--- src/common/can_lp_pkg.sv ---
// Constants, register map and state types for the CAN low-power and bit-timing block
package can_lp_pkg;
	// Register byte offsets
	localparam logic [7:0] CTRL_OFS   = 8'h00;
	localparam logic [7:0] CFG_OFS    = 8'h04;
	localparam logic [7:0] TIMING_OFS = 8'h08;
	localparam logic [7:0] STATUS_OFS = 8'h0c;
	// Control register bits
	localparam int CTRL_SLEEP_REQ  = 0;
	localparam int CTRL_SOFT_RST   = 1;
	localparam int CTRL_STOP_WAIT  = 2;
	localparam int CTRL_WAKE_IE    = 3;
	localparam int CTRL_TLINK_EN   = 4;
	localparam int CTRL_W          = 5;
	// Config register bits
	localparam int CFG_WAKE_FILT   = 0;
	localparam int CFG_CLK_SEL     = 1;
	localparam int CFG_W           = 2;
	// Timing register fields
	localparam int PRESC_LSB = 0;
	localparam int PRESC_W   = 6;
	localparam int SEG1_LSB  = 8;
	localparam int SEG1_W    = 4;
	localparam int SEG2_LSB  = 12;
	localparam int SEG2_W    = 3;
	localparam int SJW_LSB   = 16;
	localparam int SJW_W     = 2;
	// Status register bits
	localparam int ST_SLEEP_ACK = 0;
	localparam int ST_SYNCED    = 1;
	localparam int ST_PWR_DOWN  = 2;
	localparam int ST_BUSOFF_HOLD = 3;
	// Reset values
	localparam logic [CTRL_W-1:0] CTRL_RST   = 5'h02;
	localparam logic [31:0]       TIMING_RST = 32'h0001_3300;
	// Bit-time constants
	localparam logic [3:0] IDLE_BITS   = 4'hb;
	localparam logic [3:0] SEG1_MIN_M1 = 4'h3;
	localparam logic [2:0] SEG2_MIN_M1 = 3'h1;
	// Controller mode
	typedef enum logic [4:0] {
		M_SOFT   = 5'b00001,
		M_SYNC   = 5'b00010,
		M_RUN    = 5'b00100,
		M_DRAIN  = 5'b01000,
		M_SLEEP  = 5'b10000
	} mode_t;
endpackage : can_lp_pkg

--- src/can_low_power_bit_timing.sv ---
// CAN controller low-power sequencing, wake-up, timer link and bit timing
// Function
// - Queued transmissions finish before sleep entry
// - Current reception finishes before sleep entry
// - Idle controller sleeps at once
// - Sleep acknowledge held while asleep
// - Sleep stops quantum ticks, transmit recessive
// - Bus-off recovery count pauses in sleep
// - No receive buffer copy in sleep
// - No message abort during sleep
// - Wake on bus activity, clear, soft reset
// - Wait eleven recessive bits after wake
// - Deferred actions run on wake-up
// - Soft reset stops traffic immediately
// - Power-down in stop or wait-with-flag
// - Power-down aborts and forces recessive
// - No register access in power-down
// - Optional glitch filter on wake input
// - One-bit timer pulse after valid frame
// - Timer pulse gated by enable bit
// - Clock select: oscillator or doubled bus clock
// - Prescaler makes quantum; one-quantum sync
// - First segment four to sixteen quanta
// - Second segment two to eight quanta
// - Jump width one to four, minus-one code
// - Wake interrupt needs acknowledge and enable
// - Config writes blocked unless soft reset
`timescale 1ns/1ps
module can_low_power_bit_timing
	import can_lp_pkg::*;
#(
	parameter int FILT_LEN = 4            // Wake filter length in cycles
) (
	// Clock, reset, enable
	input  wire logic        pclk,
	input  wire logic        presetn,
	input  wire logic        clk_en,
	// APB slave
	input  wire logic        psel,
	input  wire logic        penable,
	input  wire logic        pwrite,
	input  wire logic [7:0]  paddr,
	input  wire logic [31:0] pwdata,
	output logic      [31:0] prdata,
	output logic             pready,
	output logic             pslverr,
	// Processor power state
	input  wire logic        cpu_stop,
	input  wire logic        cpu_wait,
	// Protocol engine status
	input  wire logic        tx_pending,
	input  wire logic        rx_busy,
	input  wire logic        frame_valid,
	input  wire logic        bus_off,
	input  wire logic        crystal_osc_clock,
	input  wire logic        system_bus_clock,
	input  wire logic        clk2x_sel_ok,
	// Bus pins
	input  wire logic        bus_receive_pin,
	output logic             bus_transmit_pin,
	input  wire logic        engine_tx,
	// Engine controls
	output logic             protocol_run,
	output logic             engine_reset,
	output logic             rx_copy_allow,
	output logic             abort_allow,
	output logic             busoff_count_en,
	output logic             tq_tick,
	output logic             bit_tick,
	output logic             protocol_clock,
	output logic [1:0]       resync_jump_width,
	output logic             timer_capture,
	output logic             wake_irq
);
	// Register state
	logic [CTRL_W-1:0] ctrl_r;            // Control bits
	logic [CFG_W-1:0]  cfg_r;             // Config bits, locked
	logic [31:0]       timing_r;          // Bit timing, locked
	mode_t             mode_r;            // Controller mode
	logic              ack_r;             // Sleep acknowledge
	logic [1:0]        rx_sync_r;         // Receive pin synchroniser
	logic [1:0]        cs_sync_r;         // Stop pin synchroniser
	logic [1:0]        cw_sync_r;         // Wait pin synchroniser
	logic [$clog2(FILT_LEN+1)-1:0] filt_r; // Dominant run length
	logic [PRESC_W-1:0] presc_r;          // Prescaler count
	logic [4:0]        tq_r;              // Quantum in bit
	logic [3:0]        idle_r;            // Recessive bit count
	logic              tlink_r;           // Timer pulse
	logic [4:0]        tl_cnt_r;          // Quanta into timer pulse

	// Derived controls
	logic rxd, pwr_down, acc, wr, sleep_req, soft_rst, wake_evt;
	logic [4:0] bit_len;
	assign rxd        = rx_sync_r[1];
	// Power-down from processor state
	assign pwr_down   = cs_sync_r[1] | (cw_sync_r[1] & ctrl_r[CTRL_STOP_WAIT]);
	assign acc        = psel & penable & ~pwr_down;
	assign wr         = acc & pwrite;
	assign sleep_req  = ctrl_r[CTRL_SLEEP_REQ];
	assign soft_rst   = ctrl_r[CTRL_SOFT_RST];
	// Bit length: sync quantum plus both segments
	assign bit_len    = 5'(1) + 5'(timing_r[SEG1_LSB +: SEG1_W]) + 5'(1)
	                  + 5'(timing_r[SEG2_LSB +: SEG2_W]) + 5'(1);

	// Clamp a segment code into its allowed range
	function automatic logic [3:0] clamp_seg(input logic [3:0] v, input logic [3:0] lo);
		clamp_seg = (v < lo) ? lo : v;
	endfunction : clamp_seg

	// APB slave: always ready, error when powered down or unmapped
	assign pready  = 1'b1;
	assign pslverr = psel & penable & (pwr_down | (paddr > STATUS_OFS) | (paddr[1:0] != 2'b00));

	// Control register, sleep clear blocked before acknowledge
	always_ff @(posedge pclk or negedge presetn) begin
		if (!presetn) begin
			ctrl_r <= CTRL_RST;
		end else if (clk_en && wr && paddr == CTRL_OFS) begin
			ctrl_r <= pwdata[CTRL_W-1:0];
			// Ignore clearing the request before acknowledge
			if (sleep_req && !pwdata[CTRL_SLEEP_REQ] && !ack_r) begin
				ctrl_r[CTRL_SLEEP_REQ] <= 1'b1;
			end
		end else if (clk_en && mode_r == M_SLEEP && wake_evt) begin
			// Bus wake drops the request, else the idle path re-enters sleep at once
			ctrl_r[CTRL_SLEEP_REQ] <= 1'b0;
		end
	end

	// Locked configuration and timing registers
	always_ff @(posedge pclk or negedge presetn) begin
		if (!presetn) begin
			cfg_r    <= '0;
			timing_r <= TIMING_RST;
		end else if (clk_en && wr && soft_rst) begin
			if (paddr == CFG_OFS) begin
				cfg_r <= pwdata[CFG_W-1:0];
			end
			if (paddr == TIMING_OFS) begin
				timing_r <= '0;
				timing_r[PRESC_LSB +: PRESC_W] <= pwdata[PRESC_LSB +: PRESC_W];
				timing_r[SEG1_LSB +: SEG1_W] <= clamp_seg(pwdata[SEG1_LSB +: SEG1_W],
					SEG1_MIN_M1);
				timing_r[SEG2_LSB +: SEG2_W] <= 3'(clamp_seg({1'b0, pwdata[SEG2_LSB +: SEG2_W]},
					{1'b0, SEG2_MIN_M1}));
				timing_r[SJW_LSB +: SJW_W] <= pwdata[SJW_LSB +: SJW_W];
			end
		end
	end

	// Read mux
	always_comb begin
		prdata = '0;
		if (acc && !pwrite) begin
			case (paddr)
				CTRL_OFS:   prdata[CTRL_W-1:0] = ctrl_r;
				CFG_OFS:    prdata[CFG_W-1:0]  = cfg_r;
				TIMING_OFS: prdata = timing_r;
				STATUS_OFS: begin
					prdata[ST_SLEEP_ACK]   = ack_r;
					prdata[ST_SYNCED]      = (mode_r == M_RUN);
					prdata[ST_PWR_DOWN]    = pwr_down;
					prdata[ST_BUSOFF_HOLD] = bus_off & ack_r;
				end
				default:    prdata = '0;
			endcase
		end
	end

	// Pin synchronisers
	always_ff @(posedge pclk or negedge presetn) begin
		if (!presetn) begin
			rx_sync_r <= 2'b11;
			cs_sync_r <= 2'b00;
			cw_sync_r <= 2'b00;
		end else if (clk_en) begin
			rx_sync_r <= {rx_sync_r[0], bus_receive_pin};
			cs_sync_r <= {cs_sync_r[0], cpu_stop};
			cw_sync_r <= {cw_sync_r[0], cpu_wait};
		end
	end

	// Wake filter: dominant must persist when filtering is on
	always_ff @(posedge pclk or negedge presetn) begin
		if (!presetn) begin
			filt_r <= '0;
		end else if (clk_en) begin
			if (rxd) begin
				filt_r <= '0;
			end else if (filt_r != ($clog2(FILT_LEN+1))'(FILT_LEN)) begin
				filt_r <= filt_r + 1'b1;
			end
		end
	end
	assign wake_evt = cfg_r[CFG_WAKE_FILT]
	                ? (filt_r == ($clog2(FILT_LEN+1))'(FILT_LEN))
	                : !rxd;

	// Protocol clock source choice; engine uses it with its own tolerance limits
	assign protocol_clock = cfg_r[CFG_CLK_SEL] ? (system_bus_clock & clk2x_sel_ok)
	                                           : crystal_osc_clock;

	// Prescaler and quantum counter, stopped in soft reset, sleep and power-down
	always_ff @(posedge pclk or negedge presetn) begin
		if (!presetn) begin
			presc_r   <= '0;
			tq_r      <= '0;
		end else if (clk_en) begin
			if (mode_r == M_SOFT || mode_r == M_SLEEP || pwr_down) begin
				presc_r <= '0;
				tq_r    <= '0;
			end else if (presc_r >= timing_r[PRESC_LSB +: PRESC_W]) begin
				presc_r   <= '0;
				tq_r      <= (tq_r + 5'(1) >= bit_len) ? 5'(0) : tq_r + 5'(1);
			end else begin
				presc_r <= presc_r + 1'b1;
			end
		end
	end
	assign tq_tick  = clk_en && (mode_r != M_SOFT) && (mode_r != M_SLEEP) && !pwr_down
	               && (presc_r >= timing_r[PRESC_LSB +: PRESC_W]);
	// Bit starts with a single sync quantum
	assign bit_tick = tq_tick && (tq_r == 5'(0));
	assign resync_jump_width = timing_r[SJW_LSB +: SJW_W];

	// Mode machine
	always_ff @(posedge pclk or negedge presetn) begin
		if (!presetn) begin
			mode_r <= M_SOFT;
			idle_r <= '0;
		end else if (clk_en) begin
			if (soft_rst || pwr_down) begin
				mode_r <= M_SOFT;
				idle_r <= '0;
			end else begin
				case (mode_r)
					M_SOFT: begin
						mode_r <= M_SYNC;
						idle_r <= '0;
					end
					M_SYNC: begin
						if (sleep_req) begin
							mode_r <= M_SLEEP;
						end else if (bit_tick) begin
							idle_r <= rxd ? idle_r + 4'h1 : 4'h0;
							if (rxd && idle_r + 4'h1 == IDLE_BITS) begin
								mode_r <= M_RUN;
							end
						end
					end
					M_RUN: begin
						if (sleep_req) begin
							mode_r <= (tx_pending || rx_busy) ? M_DRAIN : M_SLEEP;
						end
					end
					M_DRAIN: begin
						if (!tx_pending && !rx_busy) begin
							mode_r <= M_SLEEP;
						end else if (!sleep_req) begin
							mode_r <= M_RUN;
						end
					end
					M_SLEEP: begin
						if (!sleep_req || wake_evt) begin
							mode_r <= M_SYNC;
							idle_r <= '0;
						end
					end
					default: mode_r <= M_SOFT;
				endcase
			end
		end
	end

	// Sleep acknowledge follows sleep mode
	always_ff @(posedge pclk or negedge presetn) begin
		if (!presetn) begin
			ack_r <= 1'b0;
		end else if (clk_en) begin
			ack_r <= (mode_r == M_SLEEP) && !soft_rst && !pwr_down && sleep_req && !wake_evt;
		end
	end

	// Timer link pulse, one whole bit of quanta after a valid frame
	always_ff @(posedge pclk or negedge presetn) begin
		if (!presetn) begin
			tlink_r  <= 1'b0;
			tl_cnt_r <= '0;
		end else if (clk_en) begin
			if (frame_valid && protocol_run) begin
				tlink_r  <= 1'b1;
				tl_cnt_r <= '0;
			end else if (engine_reset || mode_r == M_SLEEP) begin
				// Quanta stop here, so the pulse would otherwise hang high
				tlink_r <= 1'b0;
			end else if (tlink_r && tq_tick) begin
				// Counted in quanta: clearing at the next bit start could cut it short
				if (tl_cnt_r + 5'(1) >= bit_len) begin
					tlink_r <= 1'b0;
				end
				tl_cnt_r <= tl_cnt_r + 5'(1);
			end
		end
	end
	assign timer_capture = tlink_r & ctrl_r[CTRL_TLINK_EN];

	// Engine controls
	assign protocol_run     = (mode_r == M_RUN) || (mode_r == M_DRAIN);
	assign engine_reset     = (mode_r == M_SOFT) || soft_rst || pwr_down;
	// Deferred copy and abort resume once awake
	assign rx_copy_allow    = protocol_run;
	assign abort_allow      = protocol_run;
	assign busoff_count_en  = bus_off && (mode_r != M_SLEEP) && !engine_reset;
	// Transmit forced recessive outside active modes
	assign bus_transmit_pin = protocol_run ? engine_tx : 1'b1;
	assign wake_irq         = ack_r & ctrl_r[CTRL_WAKE_IE] & wake_evt;

	// Checks
	chk_ack_sleep: assert property (@(posedge pclk) disable iff (!presetn)
		ack_r |-> $past(mode_r) == M_SLEEP) else $error("ack without sleep");
	chk_tx_recess: assert property (@(posedge pclk) disable iff (!presetn)
		!protocol_run |-> bus_transmit_pin) else $error("tx not recessive");
	chk_pd_soft: assert property (@(posedge pclk) disable iff (!presetn)
		clk_en && pwr_down |=> mode_r == M_SOFT) else $error("no stop on power-down");
	chk_irq_gate: assert property (@(posedge pclk) disable iff (!presetn)
		wake_irq |-> ack_r && ctrl_r[CTRL_WAKE_IE]) else $error("bad wake irq");
	chk_lock_cfg: assert property (@(posedge pclk) disable iff (!presetn)
		!soft_rst |=> $stable(timing_r)) else $error("timing changed unlocked");
	chk_drain_hold: assert property (@(posedge pclk) disable iff (!presetn)
		mode_r == M_DRAIN && (tx_pending || rx_busy) |=> mode_r != M_SLEEP)
		else $error("slept while busy");
	chk_seg_range: assert property (@(posedge pclk) disable iff (!presetn)
		timing_r[SEG1_LSB +: SEG1_W] >= SEG1_MIN_M1 && timing_r[SEG2_LSB +: SEG2_W] >= SEG2_MIN_M1)
		else $error("segment out of range");
	chk_busoff_hold: assert property (@(posedge pclk) disable iff (!presetn)
		mode_r == M_SLEEP |-> !busoff_count_en) else $error("bus-off counts in sleep");
	chk_idle_sleep: assert property (@(posedge pclk) disable iff (!presetn)
		clk_en && mode_r == M_RUN && sleep_req && !tx_pending && !rx_busy && !soft_rst
		&& !pwr_down |=> mode_r == M_SLEEP) else $error("idle sleep delayed");
	chk_wake_exit: assert property (@(posedge pclk) disable iff (!presetn)
		clk_en && mode_r == M_SLEEP && wake_evt && !soft_rst && !pwr_down
		|=> mode_r == M_SYNC) else $error("no wake on bus activity");
	chk_early_clr: assert property (@(posedge pclk) disable iff (!presetn)
		clk_en && wr && paddr == CTRL_OFS && sleep_req && !ack_r |=> sleep_req)
		else $error("early sleep clear taken");
	cov_sleep: cover property (@(posedge pclk) disable iff (!presetn) mode_r == M_SLEEP);
	cov_drain: cover property (@(posedge pclk) disable iff (!presetn) mode_r == M_DRAIN);
	cov_run:   cover property (@(posedge pclk) disable iff (!presetn) mode_r == M_RUN);
	cov_tlink: cover property (@(posedge pclk) disable iff (!presetn) timer_capture);
endmodule : can_low_power_bit_timing

--- config.mk ---
export PLATFORM = sky130hd
export DESIGN_NAME = can_low_power_bit_timing
export DESIGN_NICKNAME = d
export VERILOG_FILES = /design/src/common/can_lp_pkg.sv /design/src/can_low_power_bit_timing.sv
export SDC_FILE = /design/constraint.sdc
export NUM_CORES = 1
export LEC_CHECK = 0
export CORE_ASPECT_RATIO = 1.1
export CORE_MARGIN = 1.5
export CORE_UTILIZATION = 40
export CTS_BUF_LIST = sky130_fd_sc_hd__clkbuf_4 sky130_fd_sc_hd__clkbuf_8
export DETAILED_ROUTE_END_ITERATION = 10
export DONT_BUFFER_PORTS = 1
export PLACE_DENSITY_LB_ADDON = 0.2
export SLEW_MARGIN = 20
export SYNTH_ARGS = -nofsm -noshare
export SYNTH_HDL_FRONTEND = slang
export SYNTH_SLANG_ARGS = --single-unit
--- constraint.sdc ---
create_clock -name pclk -period 2.6 [get_ports pclk]
set_clock_uncertainty 0.15 [all_clocks]
set_input_delay 0.26 -clock pclk [delete_from_list [all_inputs] [get_ports pclk]]
set_output_delay 0.26 -clock pclk [all_outputs]
set_load 0.005 [all_outputs]
### Word level (Yosys, flattened, before mapping)

Cells that the tools add are included.

| word-level totals | value |
|---|---|
| flip-flop bits (word level) | 58 |
| output and inout bits | 47 |

| operators by class | value |
|---|---|
| $add $sub $neg | 9 |
| $lt $le $gt $ge | 6 |
| equal/unequal tests | 21 |
| muxes and demuxes | 43 |
| bitwise gates (word level) | 14 |
| reductions and logical operators | 61 |

Operators by type and width:

| kind | count |
|---|---|
| $mux W5 | 15 |
| $pmux W5 S5 | 1 |
| $mux W4 | 6 |
| $logic_and A1 B1 Y1 | 23 |
| $add A5 B1 Y5 const B | 4 |
| $mux W18 | 1 |
| $eq A8 B4 Y1 const B | 2 |
| $ne A3 B3 Y1 const B | 5 |
| $mux W13 | 1 |
| $mux W6 | 2 |
| $ne A4 B4 Y1 const B | 3 |
| $pmux W4 S3 | 1 |
| $logic_not A1 Y1 | 11 |
| $and A1 B1 Y1 | 10 |
| $ge A5 B5 Y1 | 2 |
| $mux W1 | 10 |
| $reduce_bool A2 Y1 | 5 |
| $logic_or A1 B1 Y1 | 9 |
| $mux W3 | 3 |
| $eq A8 B3 Y1 const B | 1 |
| $gt A8 B4 Y1 const B | 1 |
| $logic_not A8 Y1 | 1 |
| $pmux W2 S4 | 1 |
| $reduce_and A2 Y1 | 4 |
| 28 further kinds | 32 |

### Longest topological paths before layout

Gate-level depths: netlist of the first run.

| depth | value |
|---|---|
| depth after elaboration | 10 |
| depth in mapped cells | 11 |
| mapped depth without buffers | 11 |

### Least setup slack after synthesis of the first run

Ideal clock, no wire load.

| timing path | value |
|---|---|
| path type | register to register |
| start point | register timing_r[9] |
| end point | register tq_r[0] |
| library setup time | 0.083 ns |
| data arrival time | 2.419 ns |
| data required time | 2.367 ns |
| path slack | -0.052 ns |
| stages on the path, launching flop included | 12 |
| path buffers | 0 |
| clock period less this slack | 2.652 ns |
| cell sequence | dfstp_2 inv_1 ha_1 inv_1 ha_1 inv_1 ha_1 a211oi_1 o311ai_0 o211ai_1 o21ai_0 o21ai_0 |

| on the way | value |
|---|---|
| word-level cells in the longest chain between the ends | 8 |

RTL lines:

| item | line | source |
|---|---|---|
| start: declaration | can_low_power_bit_timing.sv:78 | `logic [31:0] timing_r;` |
| start signal: indexed assignment | can_low_power_bit_timing.sv:141 | `timing_r[PRESC_LSB +: PRESC_W] <= pwdata[PRESC_LSB +: PRESC_W];` |
| start signal: indexed assignment | can_low_power_bit_timing.sv:142 | `timing_r[SEG1_LSB +: SEG1_W] <= clamp_seg(pwdata[SEG1_LSB +: SEG1_W],` |
| start signal: indexed assignment | can_low_power_bit_timing.sv:144 | `timing_r[SEG2_LSB +: SEG2_W] <= 3'(clamp_seg({1'b0, pwdata[SEG2_LSB +: SEG2_W]},` |
| $add A1 B4 Y5 | can_low_power_bit_timing.sv:102 | `assign bit_len = 5'(1) + 5'(timing_r[SEG1_LSB +: SEG1_W]) + 5'(1)` |
| $add A5 B1 Y5 | can_low_power_bit_timing.sv:102 |  |
| $add A5 B3 Y5 | can_low_power_bit_timing.sv:103 | `+ 5'(timing_r[SEG2_LSB +: SEG2_W]) + 5'(1);` |
| $add A5 B1 Y5 | can_low_power_bit_timing.sv:103 |  |
| $ge A5 B5 Y1 | can_low_power_bit_timing.sv:214 | `tq_r <= (tq_r + 5'(1) >= bit_len) ? 5'(0) : tq_r + 5'(1);` |
| $mux W5 | can_low_power_bit_timing.sv:214 |  |
| $mux W5 | can_low_power_bit_timing.sv:212 | `end else if (presc_r >= timing_r[PRESC_LSB +: PRESC_W]) begin` |
| $mux W5 | can_low_power_bit_timing.sv:209 | `if (mode_r == M_SOFT \|\| mode_r == M_SLEEP \|\| pwr_down) begin` |
| end signal: assignment | can_low_power_bit_timing.sv:214 |  |
| end: declaration | can_low_power_bit_timing.sv:86 | `logic [4:0] tq_r;` |

Every way passes these cells. The select of a mux whose other input is x is not followed.
A chain may end at the register's enable or synchronous reset.

### Final worst setup path of the first run

| timing path | value |
|---|---|
| start point | register timing_r[13] |
| end point | register tq_r[2] |

| on the way | value |
|---|---|
| word-level cells in the longest chain between the ends | 6 |

RTL lines:

| item | line |
|---|---|
| $add A5 B3 Y5 | can_low_power_bit_timing.sv:103 |
| $add A5 B1 Y5 | can_low_power_bit_timing.sv:103 |
| $ge A5 B5 Y1 | can_low_power_bit_timing.sv:214 |
| $mux W5 | can_low_power_bit_timing.sv:214 |
| $mux W5 | can_low_power_bit_timing.sv:212 |
| $mux W5 | can_low_power_bit_timing.sv:209 |

Every way passes these cells. The select of a mux whose other input is x is not followed.

==> key figures, run 1 <==
Outcome
  – Run status: complete, but fails checks
  – Violated checks: setup timing

Placement
  – DP Wirelength: 6773 um
  – Pre-CTS setup slack: -0.1658 ns
  – Area after DPL: 4041 sq um
  – Gpl congestion: 0.8202
  – Number of port buffers: 0

Drt
  – Detail Route Antenna Nets: 0
  – DR top layer: met4
  – Wire length per cell: 16.78 um
  – DR WL met2: 4952 um
  – Vias per inst: 5.482
  – Met1 wire length: 4164 um
  – DRC errors left: 0
  – Metal3 WL: 418 um
  – Total Routed Length: 9646 um
  – Via count: 3152
  – DR iter-0 viols: 95
  – DR pass1 iterations: 4

Setup path
  – FF-to-FF End: tq_r[2]
  – CP Capture Type: flip-flop
  – Cell mode on critical path: ha_4
  – CP startpoint kind: flip-flop
  – Data required, critical path: approximately 2.7 ns
  – Worst-case reg-to-reg path depth: 13
  – Crit-path slowest cell: dfstp_2
  – Crit Path Max Fanout: 4
  – CP Cell Sequence: inv_2 > ha_4 > inv_4 > ha_4 > inv_4 > ha_4 > a211oi_4 > buf_4 > o211ai_1 > o211ai_1 > buf_4 > o2111ai_1 > nand3_1
  – Critical Path Max Stage Delay: 0.54 ns
  – Worst Setup SP: timing_r[13]
  – Critical Path AT: roughly 2.7 ns
  – R2R setup slack: -0.05 ns
  – CP Class: reg -> reg
  – Reg-to-reg startpoint: timing_r[13]

GRT
  – Vias in the first global route: 3140
  – GRT Resource Usage Total: 18.67%
  – Largest net degree at the start of global routing: 59
  – Global-route wire length before repair: 15390 um
  – Total congestion overflow: 0
  – Antenna violations before repair: 0

Floorplan
  – Die Span Y: 107.4 um
  – Die area: 10510 sq um
  – Die width: 97.87 um
  – Rows: 37
  – Core outline area: 9490 sq um
  – Initial Utilization: a little over two fifths
  – IO Pins: 104

Cells and area
  – N_diodes: 0
  – Nets: roughly 540
  – Fraction of layout cells with a size suffix above 1: 22.49%
  – Finished Cell Area: between 4000 and 5000 sq um
  – Area Overhead vs Synth: 17.88%
  – Util after Layout: 49.19%

Clock tree
  – CTS root buffer: clkbuf_8
  – Clock sinks: 58
  – Clk Latency, worst-skew pair: between 0.3 and 0.4 ns
  – Clock buffer depth: 2
  – Inserted Clock Buffers: 9
  – H-tree depth: 3
  – CTS tree: built
  – Clk pin slew, worst setup/hold paths: 0.07 ns

Power
  – Clk pwr share: 32.5%
  – Max IR drop VDD: 276.1 uV
  – Sw Ratio: 32.12%
  – Pwr/cell area: 507.3 nW/um^2
  – Cell internal pwr: about 1.6 mW
  – Pleak: 2.013 nW
  – Net Switching: roughly 760 uW
  – Sequential Power Share: 45.2%
  – Combinational power share: 22.3%

Logic synthesis
  – Synthesized cell area: 3960 sq um
  – Synthesis-stage register bit count: 58
  – Main combinational cell family by area after synthesis: simple AND/OR/NAND/NOR gates
  – Synth Area per Inst: 9.318 sq um
  – Asr flop ratio synth: 100.0%
  – Synthesized instance count: 425
  – Register area share after synthesis: between 30% and 40%
  – Post-Synth XOR/XNOR Area: 2.654%
  – Dominant synthesized flop cell: dfrtp_1
  – EDFF count, synth: 0
  – Synth warn: 0
  – Area share of and/or/nand/nor cells after synthesis: 19.62%
  – Synth Area in Compound Gates: 15.92%
  – Multiplexer share of the synthesized area: 7.267%
  – Post-Synth Adder-Cell Area: 8.531%
  – Post-synth cell types: 63

STA
  – Endpoints failing setup: 5
  – Hold violation total from the final report: 0
  – Least-Margin Pin Slew: 0.7880 ns
  – RSZ-0062 raised after global routing: true
  – Final min period: 2.649 ns
  – Tcrit/Tclk final: 101.9%
  – Slew headroom: 47.29%
  – Pins Over Slew Limit: 0
  – TNS Setup: -0.1055 ns
  – Final setup margin: -0.04868 ns
  – F_max: 0.3775 GHz

Min path
  – Hold Crit Class: in -> reg
  – Hold wc startpoint: clk_en
  – Hold path depth: 3
  – Worst Hold End: ctrl_r[0]

Job
  – Max cap viols: 0
==> stage by stage <==
step | hold WS [ns] | cells | power (mW)
CTS | 0.007831 | 573 | 2.396
global placement | -0.1833 | 536 | 1.544
floorplan | -0.1856 | 441 | 1.494
detailed placement | -0.1836 | 536 | 1.556
finish | 0.03315 | 575 | 2.368
global route | 0.04480 | 575 | 2.505
==> kinds of logic (layout without fill, tap and decap cells) <==
| logic type | after synthesis | after routing |
|---|---|---|
| compound gates | 92 | 92 |
| xor+xnor | 12 | 12 |
| fa+ha+maj | 27 | 27 |
| buf+inv | 66 | 83 |
| flops | 58 | 58 |
| mux | 24 | 24 |
| other cells | 2 | 18 |
| simple gates | 144 | 144 |
==> worst max path at each step <==
stage | endpoint | slack, ns | cells past startpoint
finish | tq_r[2] | -0.05 | 13
floorplan | tq_r[0] | 0.03 | 11
global placement | tq_r[3] | -0.11 | 11
detailed placement | tq_r[1] | -0.17 | 11
CTS | tq_r[1] | -0.04 | 11
global route | tq_r[1] | -0.12 | 13
==> cell usage after synthesis (all sizes together) (3+ instances only) <==
library cell	n	area share [%]
and2	12	1.9
nor4b	5	1.4
clkbuf	7	0.66
nand2	42	4.0
o31ai	6	1.1
inv	29	2.7
and3	5	0.79
a31oi	7	1.3
nand4	6	0.95
o2bb2ai	3	0.66
mux2i	4	1.0
nand2b	14	2.2
nand3	10	1.3
o2111ai	3	0.66
nor3	5	0.76
nor3b	3	0.57
or2	3	0.47
dfrtp	49	31
nor2b	6	0.95
buf	30	5.5
mux2	18	5.1
dfstp	9	6.0
nor2	22	2.1
or3	5	1.0
xor2	8	1.8
a21oi	11	1.7
nor4	3	0.63
o211ai	6	1.1
o21ai	35	4.4
ha	27	8.5
xnor2	4	0.88
==> worst max-delay path: cells and delay by family, from the launching register on <==
kind	cells	cell delay, ns
adder cells (fa/ha/maj)	3	0.79
AND/OR/NAND/NOR	1	0.10
flip-flops	1	0.54
AO/OA/AOI/OAI	4	0.50
buffers and inverters	5	0.44
==> layout by cell type (no fill, tap or decap), drive strengths merged, types with 6 or more instances in the layout <==
cell	Yosys	layout
o31ai	6	6
a31oi	7	7
nand2b	14	14
and2	12	12
o211ai	6	6
dlygate4sd3	0	20
a21oi	11	11
o21ai	35	35
ha	27	27
buf	30	18
inv	29	29
nor2	22	22
nand3	10	10
dfstp	9	9
xor2	8	8
nand4	6	6
mux2	18	18
nand2	42	42
conb	2	18
dfrtp	49	49
nor2b	6	6
clkbuf	7	13
==> power groups by stage <==
stage | combinational [mW] | clock [mW] | sequential, mW
floorplan | 0.465 | 0 | 1.03
global placement | 0.463 | 0 | 1.08
detailed placement | 0.474 | 0 | 1.08
CTS | 0.533 | 0.797 | 1.07
global route | 0.601 | 0.823 | 1.08
finish | 0.528 | 0.771 | 1.07
==> area by class of cell <==
| class | instances | area [sq um] |
|---|---|---|
| clock inverter | 3 | 15.01 |
| timing repair buffer | 38 | 362.8 |
| inverter | 29 | 113.9 |
| sequential | 58 | 1463 |
| multi-input combinational | 317 | 2407 |
| clock buffer | 13 | 160.2 |
| tap | 117 | 146.4 |
| fill | 898 | 4822 |
==> sequential cells by signal, summed over array words and instances, names as in the netlist <==
register	cells
presc_r	6
mode_r	5
filt_r	3
ctrl_r	5
idle_r	4
cw_sync_r	2
cfg_r	2
tl_cnt_r	5
ack_r	1
cs_sync_r	2
timing_r	15
rx_sync_r	2
tlink_r	1
tq_r	5
==> per-layer routing <==
layer | global-route usage, % | vias to the layer above
li1 | - | 1528
met1 | 22.29 | 1540
met2 | 32.66 | 73
met3 | 5.260 | 11
met4 | 5.510 | 0
met5 | 0 | -
==> what timing repair did <==
action                     4_1_cts  5_1_grt
hold buffers                    21        0
gates cloned                     0        0
pin swaps                       13       12
gates resized for setup         24       17
setup endpoints to repair        6       16
hold endpoints to repair        98        0
setup buffers                    0        2
No activity file was read; power rests on OpenSTA's default activity.
==> run 2, diff against run 1 <==
CTS_BUF_LIST = sky130_fd_sc_hd__clkbuf_8   (was sky130_fd_sc_hd__clkbuf_4 sky130_fd_sc_hd__clkbuf_8)
==> run 2 against run 1 <==
Net effect: the flow still finishes with violations (setup timing); combinational power about the same; maximum frequency decreased by 2.8%; clock power decreased by 5.4%.
==> key figures, run 2 (synthesized netlist as in run 1, its figures left out) <==
GRT
  – Antenna violations before repair: 0 (unchanged)
  – Vias in the first global route: 3168 (+0.89%)
  – Total congestion overflow: 0 (unchanged)
  – Largest net degree at the start of global routing: 59 (unchanged)
  – GRT Resource Usage Total: 18.90% (+0.22 points)
  – Global-route wire length before repair: 15600 um (+1.4%)

Setup path
  – R2R setup slack: -0.12 ns (-0.08 ns)
  – Critical Path AT: 2.80 ns (+0.08 ns)
  – Data required, critical path: 2.67 ns (about the same)
  – Crit Path Max Fanout: 3 (-1)
  – CP startpoint kind: flip-flop
  – CP Capture Type: flip-flop
  – CP Class: reg -> reg

STA
  – Endpoints failing setup: 5 (unchanged)
  – Least-Margin Pin Slew: 0.7940 ns (+0.005994 ns)
  – F_max: 0.3671 GHz (-2.8%)
  – Slew headroom: 46.89% (-0.40 points)
  – TNS Setup: -0.2460 ns (-0.1405 ns)
  – Tcrit/Tclk final: 104.8% (+2.9 points)
  – Final setup margin: -0.1242 ns (-0.07556 ns)
  – Final min period: 2.724 ns (+0.07556 ns)
  – Pins Over Slew Limit: 0 (unchanged)
  – RSZ-0062 raised after global routing: true
  – Hold violation total from the final report: 0 (unchanged)

Floorplan
  – Die area: 10510 sq um (unchanged)
  – Die Span Y: 107.4 um (unchanged)
  – Core outline area: 9490 sq um (unchanged)
  – Die width: 97.87 um (unchanged)
  – IO Pins: 104 (unchanged)
  – Rows: 37 (unchanged)
  – Initial Utilization: 41.73% (unchanged)

Drt
  – Total Routed Length: 9618 um (-0.29%)
  – DRC errors left: 0 (unchanged)
  – Wire length per cell: 16.76 um (-0.12%)
  – Detail Route Antenna Nets: 0 (unchanged)
  – Vias per inst: 5.521 (+0.71%)
  – DR pass1 iterations: 4 (unchanged)
  – DR iter-0 viols: 88 (-7.4%)
  – Via count: 3169 (+0.54%)

Cells and area
  – Fraction of layout cells with a size suffix above 1: 20.13% (-2.4 points)
  – Most common library cell in the layout ignoring fill and taps: dfrtp_1
  – N_diodes: 0 (unchanged)
  – Multi-input logic area: 2346 sq um (-2.5%)
  – Util after Layout: 48.27% (-0.92 points)
  – Area Overhead vs Synth: 15.67%
  – Flip-flop and latch area: 1463 sq um (unchanged)
  – Largest registers: timing_r (15), presc_r (6)
  – Most frequent cells in the layout: 49 x dfrtp_1, 42 x nand2_1, 30 x o21ai_0
  – FILL cells: 900 (+0.22%)
  – Biggest register: timing_r
  – Max reg flops: 15 (unchanged)
  – Nets: 536 (-0.19%)

Clock tree
  – H-tree depth: 3 (unchanged)
  – Clock sinks: 58 (unchanged)
  – CTS root buffer: clkbuf_8
  – CTS tree: built
  – Inserted Clock Buffers: 9 (unchanged)
  – Clock buffer depth: 2 (unchanged)
  – Clk pin slew, worst setup/hold paths: 0.07 ns (about the same)
  – Clk Latency, worst-skew pair: 0.35 ns (about the same)

Placement
  – Gpl congestion: 0.8202 (unchanged)
  – Number of port buffers: 0 (unchanged)
  – DP Wirelength: 6773 um (unchanged)

Power
  – Pwr/cell area: 508.0 nW/um^2 (+0.15%)
  – Pleak: 1.990 nW (-1.1%)
  – Max IR drop VDD: 274.9 uV (-0.44%)

Outcome
  – Run status: complete, but fails checks
  – Violated checks: setup timing

Min path
  – Hold Crit Class: in -> reg

Job
  – Max cap viols: 0 (unchanged)
## run 2: cell count changes in the layout (fill, tap and decap cells not counted), moves of 2 or more
cell and delta:
buf_6 -2, nor2_4 -2, clkbuf_4 -3, inv_1 +3
## run 2: cell type report
type / instances / share of cell area [%]
multi-input cells: 317 / 51.22
flip-flops and latches: 58 / 31.93
clock inverters: 6 / 0.5736
well taps: 117 / 3.196
clock buffers: 10 / 3.005
inverters: 29 / 2.486
repair buffers: 37 / 7.594
## run 2: final timing paths
path / from / to / depth (start not counted)
max: timing_r[13] / tq_r[2] / 12
min: clk_en / ctrl_r[0] / 3
max reg2reg: timing_r[13] / tq_r[2] / 12
min reg2reg: rx_sync_r[0] / rx_sync_r[1] / 2
max in group asynchronous: presetn / timing_r[16] / 2
min in group asynchronous: presetn / ctrl_r[0] / 2
## run 2: timing repair
action                                 CTS  global route
hold buffers                            21             0
setup endpoints to repair                6            16
endpoints found under the hold margin   98             0
buffers inserted                         1             0
pin swaps                               11             8
gates resized for setup                 21             7
## run 2: metal layers
| metal | wire length, um | global-route usage (%) | vias up |
|---|---|---|---|
| li1 | - | - | 1524 |
| met1 | 4136 | 22.33 | 1555 |
| met2 | 4939 | 33.45 | 79 |
| met3 | 428 | 5.195 | 11 |
| met4 | 112 | 5.510 | 0 |
| met5 | 0 | 0 | - |
## run 2: through the flow
stage	area (sq um)	hold WS, ns	power (mW)	setup slack (ns)	instances
2_1_floorplan	4025	-0.1856	1.494	0.02867	441
3_3_place_gp	4041	-0.1833	1.544	-0.1118	536
3_5_place_dp	4041	-0.1836	1.556	-0.1658	536
4_1_cts	4531	0.007831	2.353	-0.09795	574
5_1_grt	4581	0.04480	2.463	-0.1536	574
6_report	4581	0.02209	2.327	-0.1242	574
## run 2: power breakdown
part | internal, mW | total, mW | switching, mW
combinational | 0.232 | 0.528 | 0.296
sequential | 0.976 | 1.07 | 0.0945
clock | 0.356 | 0.729 | 0.372
total | 1.56 | 2.33 | 0.763
## run 2: critical path, stage by stage (launching register included)
cell       delay, ns
dfstp_2         0.54
inv_2           0.05
ha_4            0.26
inv_4           0.04
ha_4            0.26
inv_4           0.04
ha_4            0.26
a211oi_4        0.05
o311ai_1        0.32
o211ai_1        0.17
buf_4           0.18
o2111ai_2       0.18
nand3_1         0.09
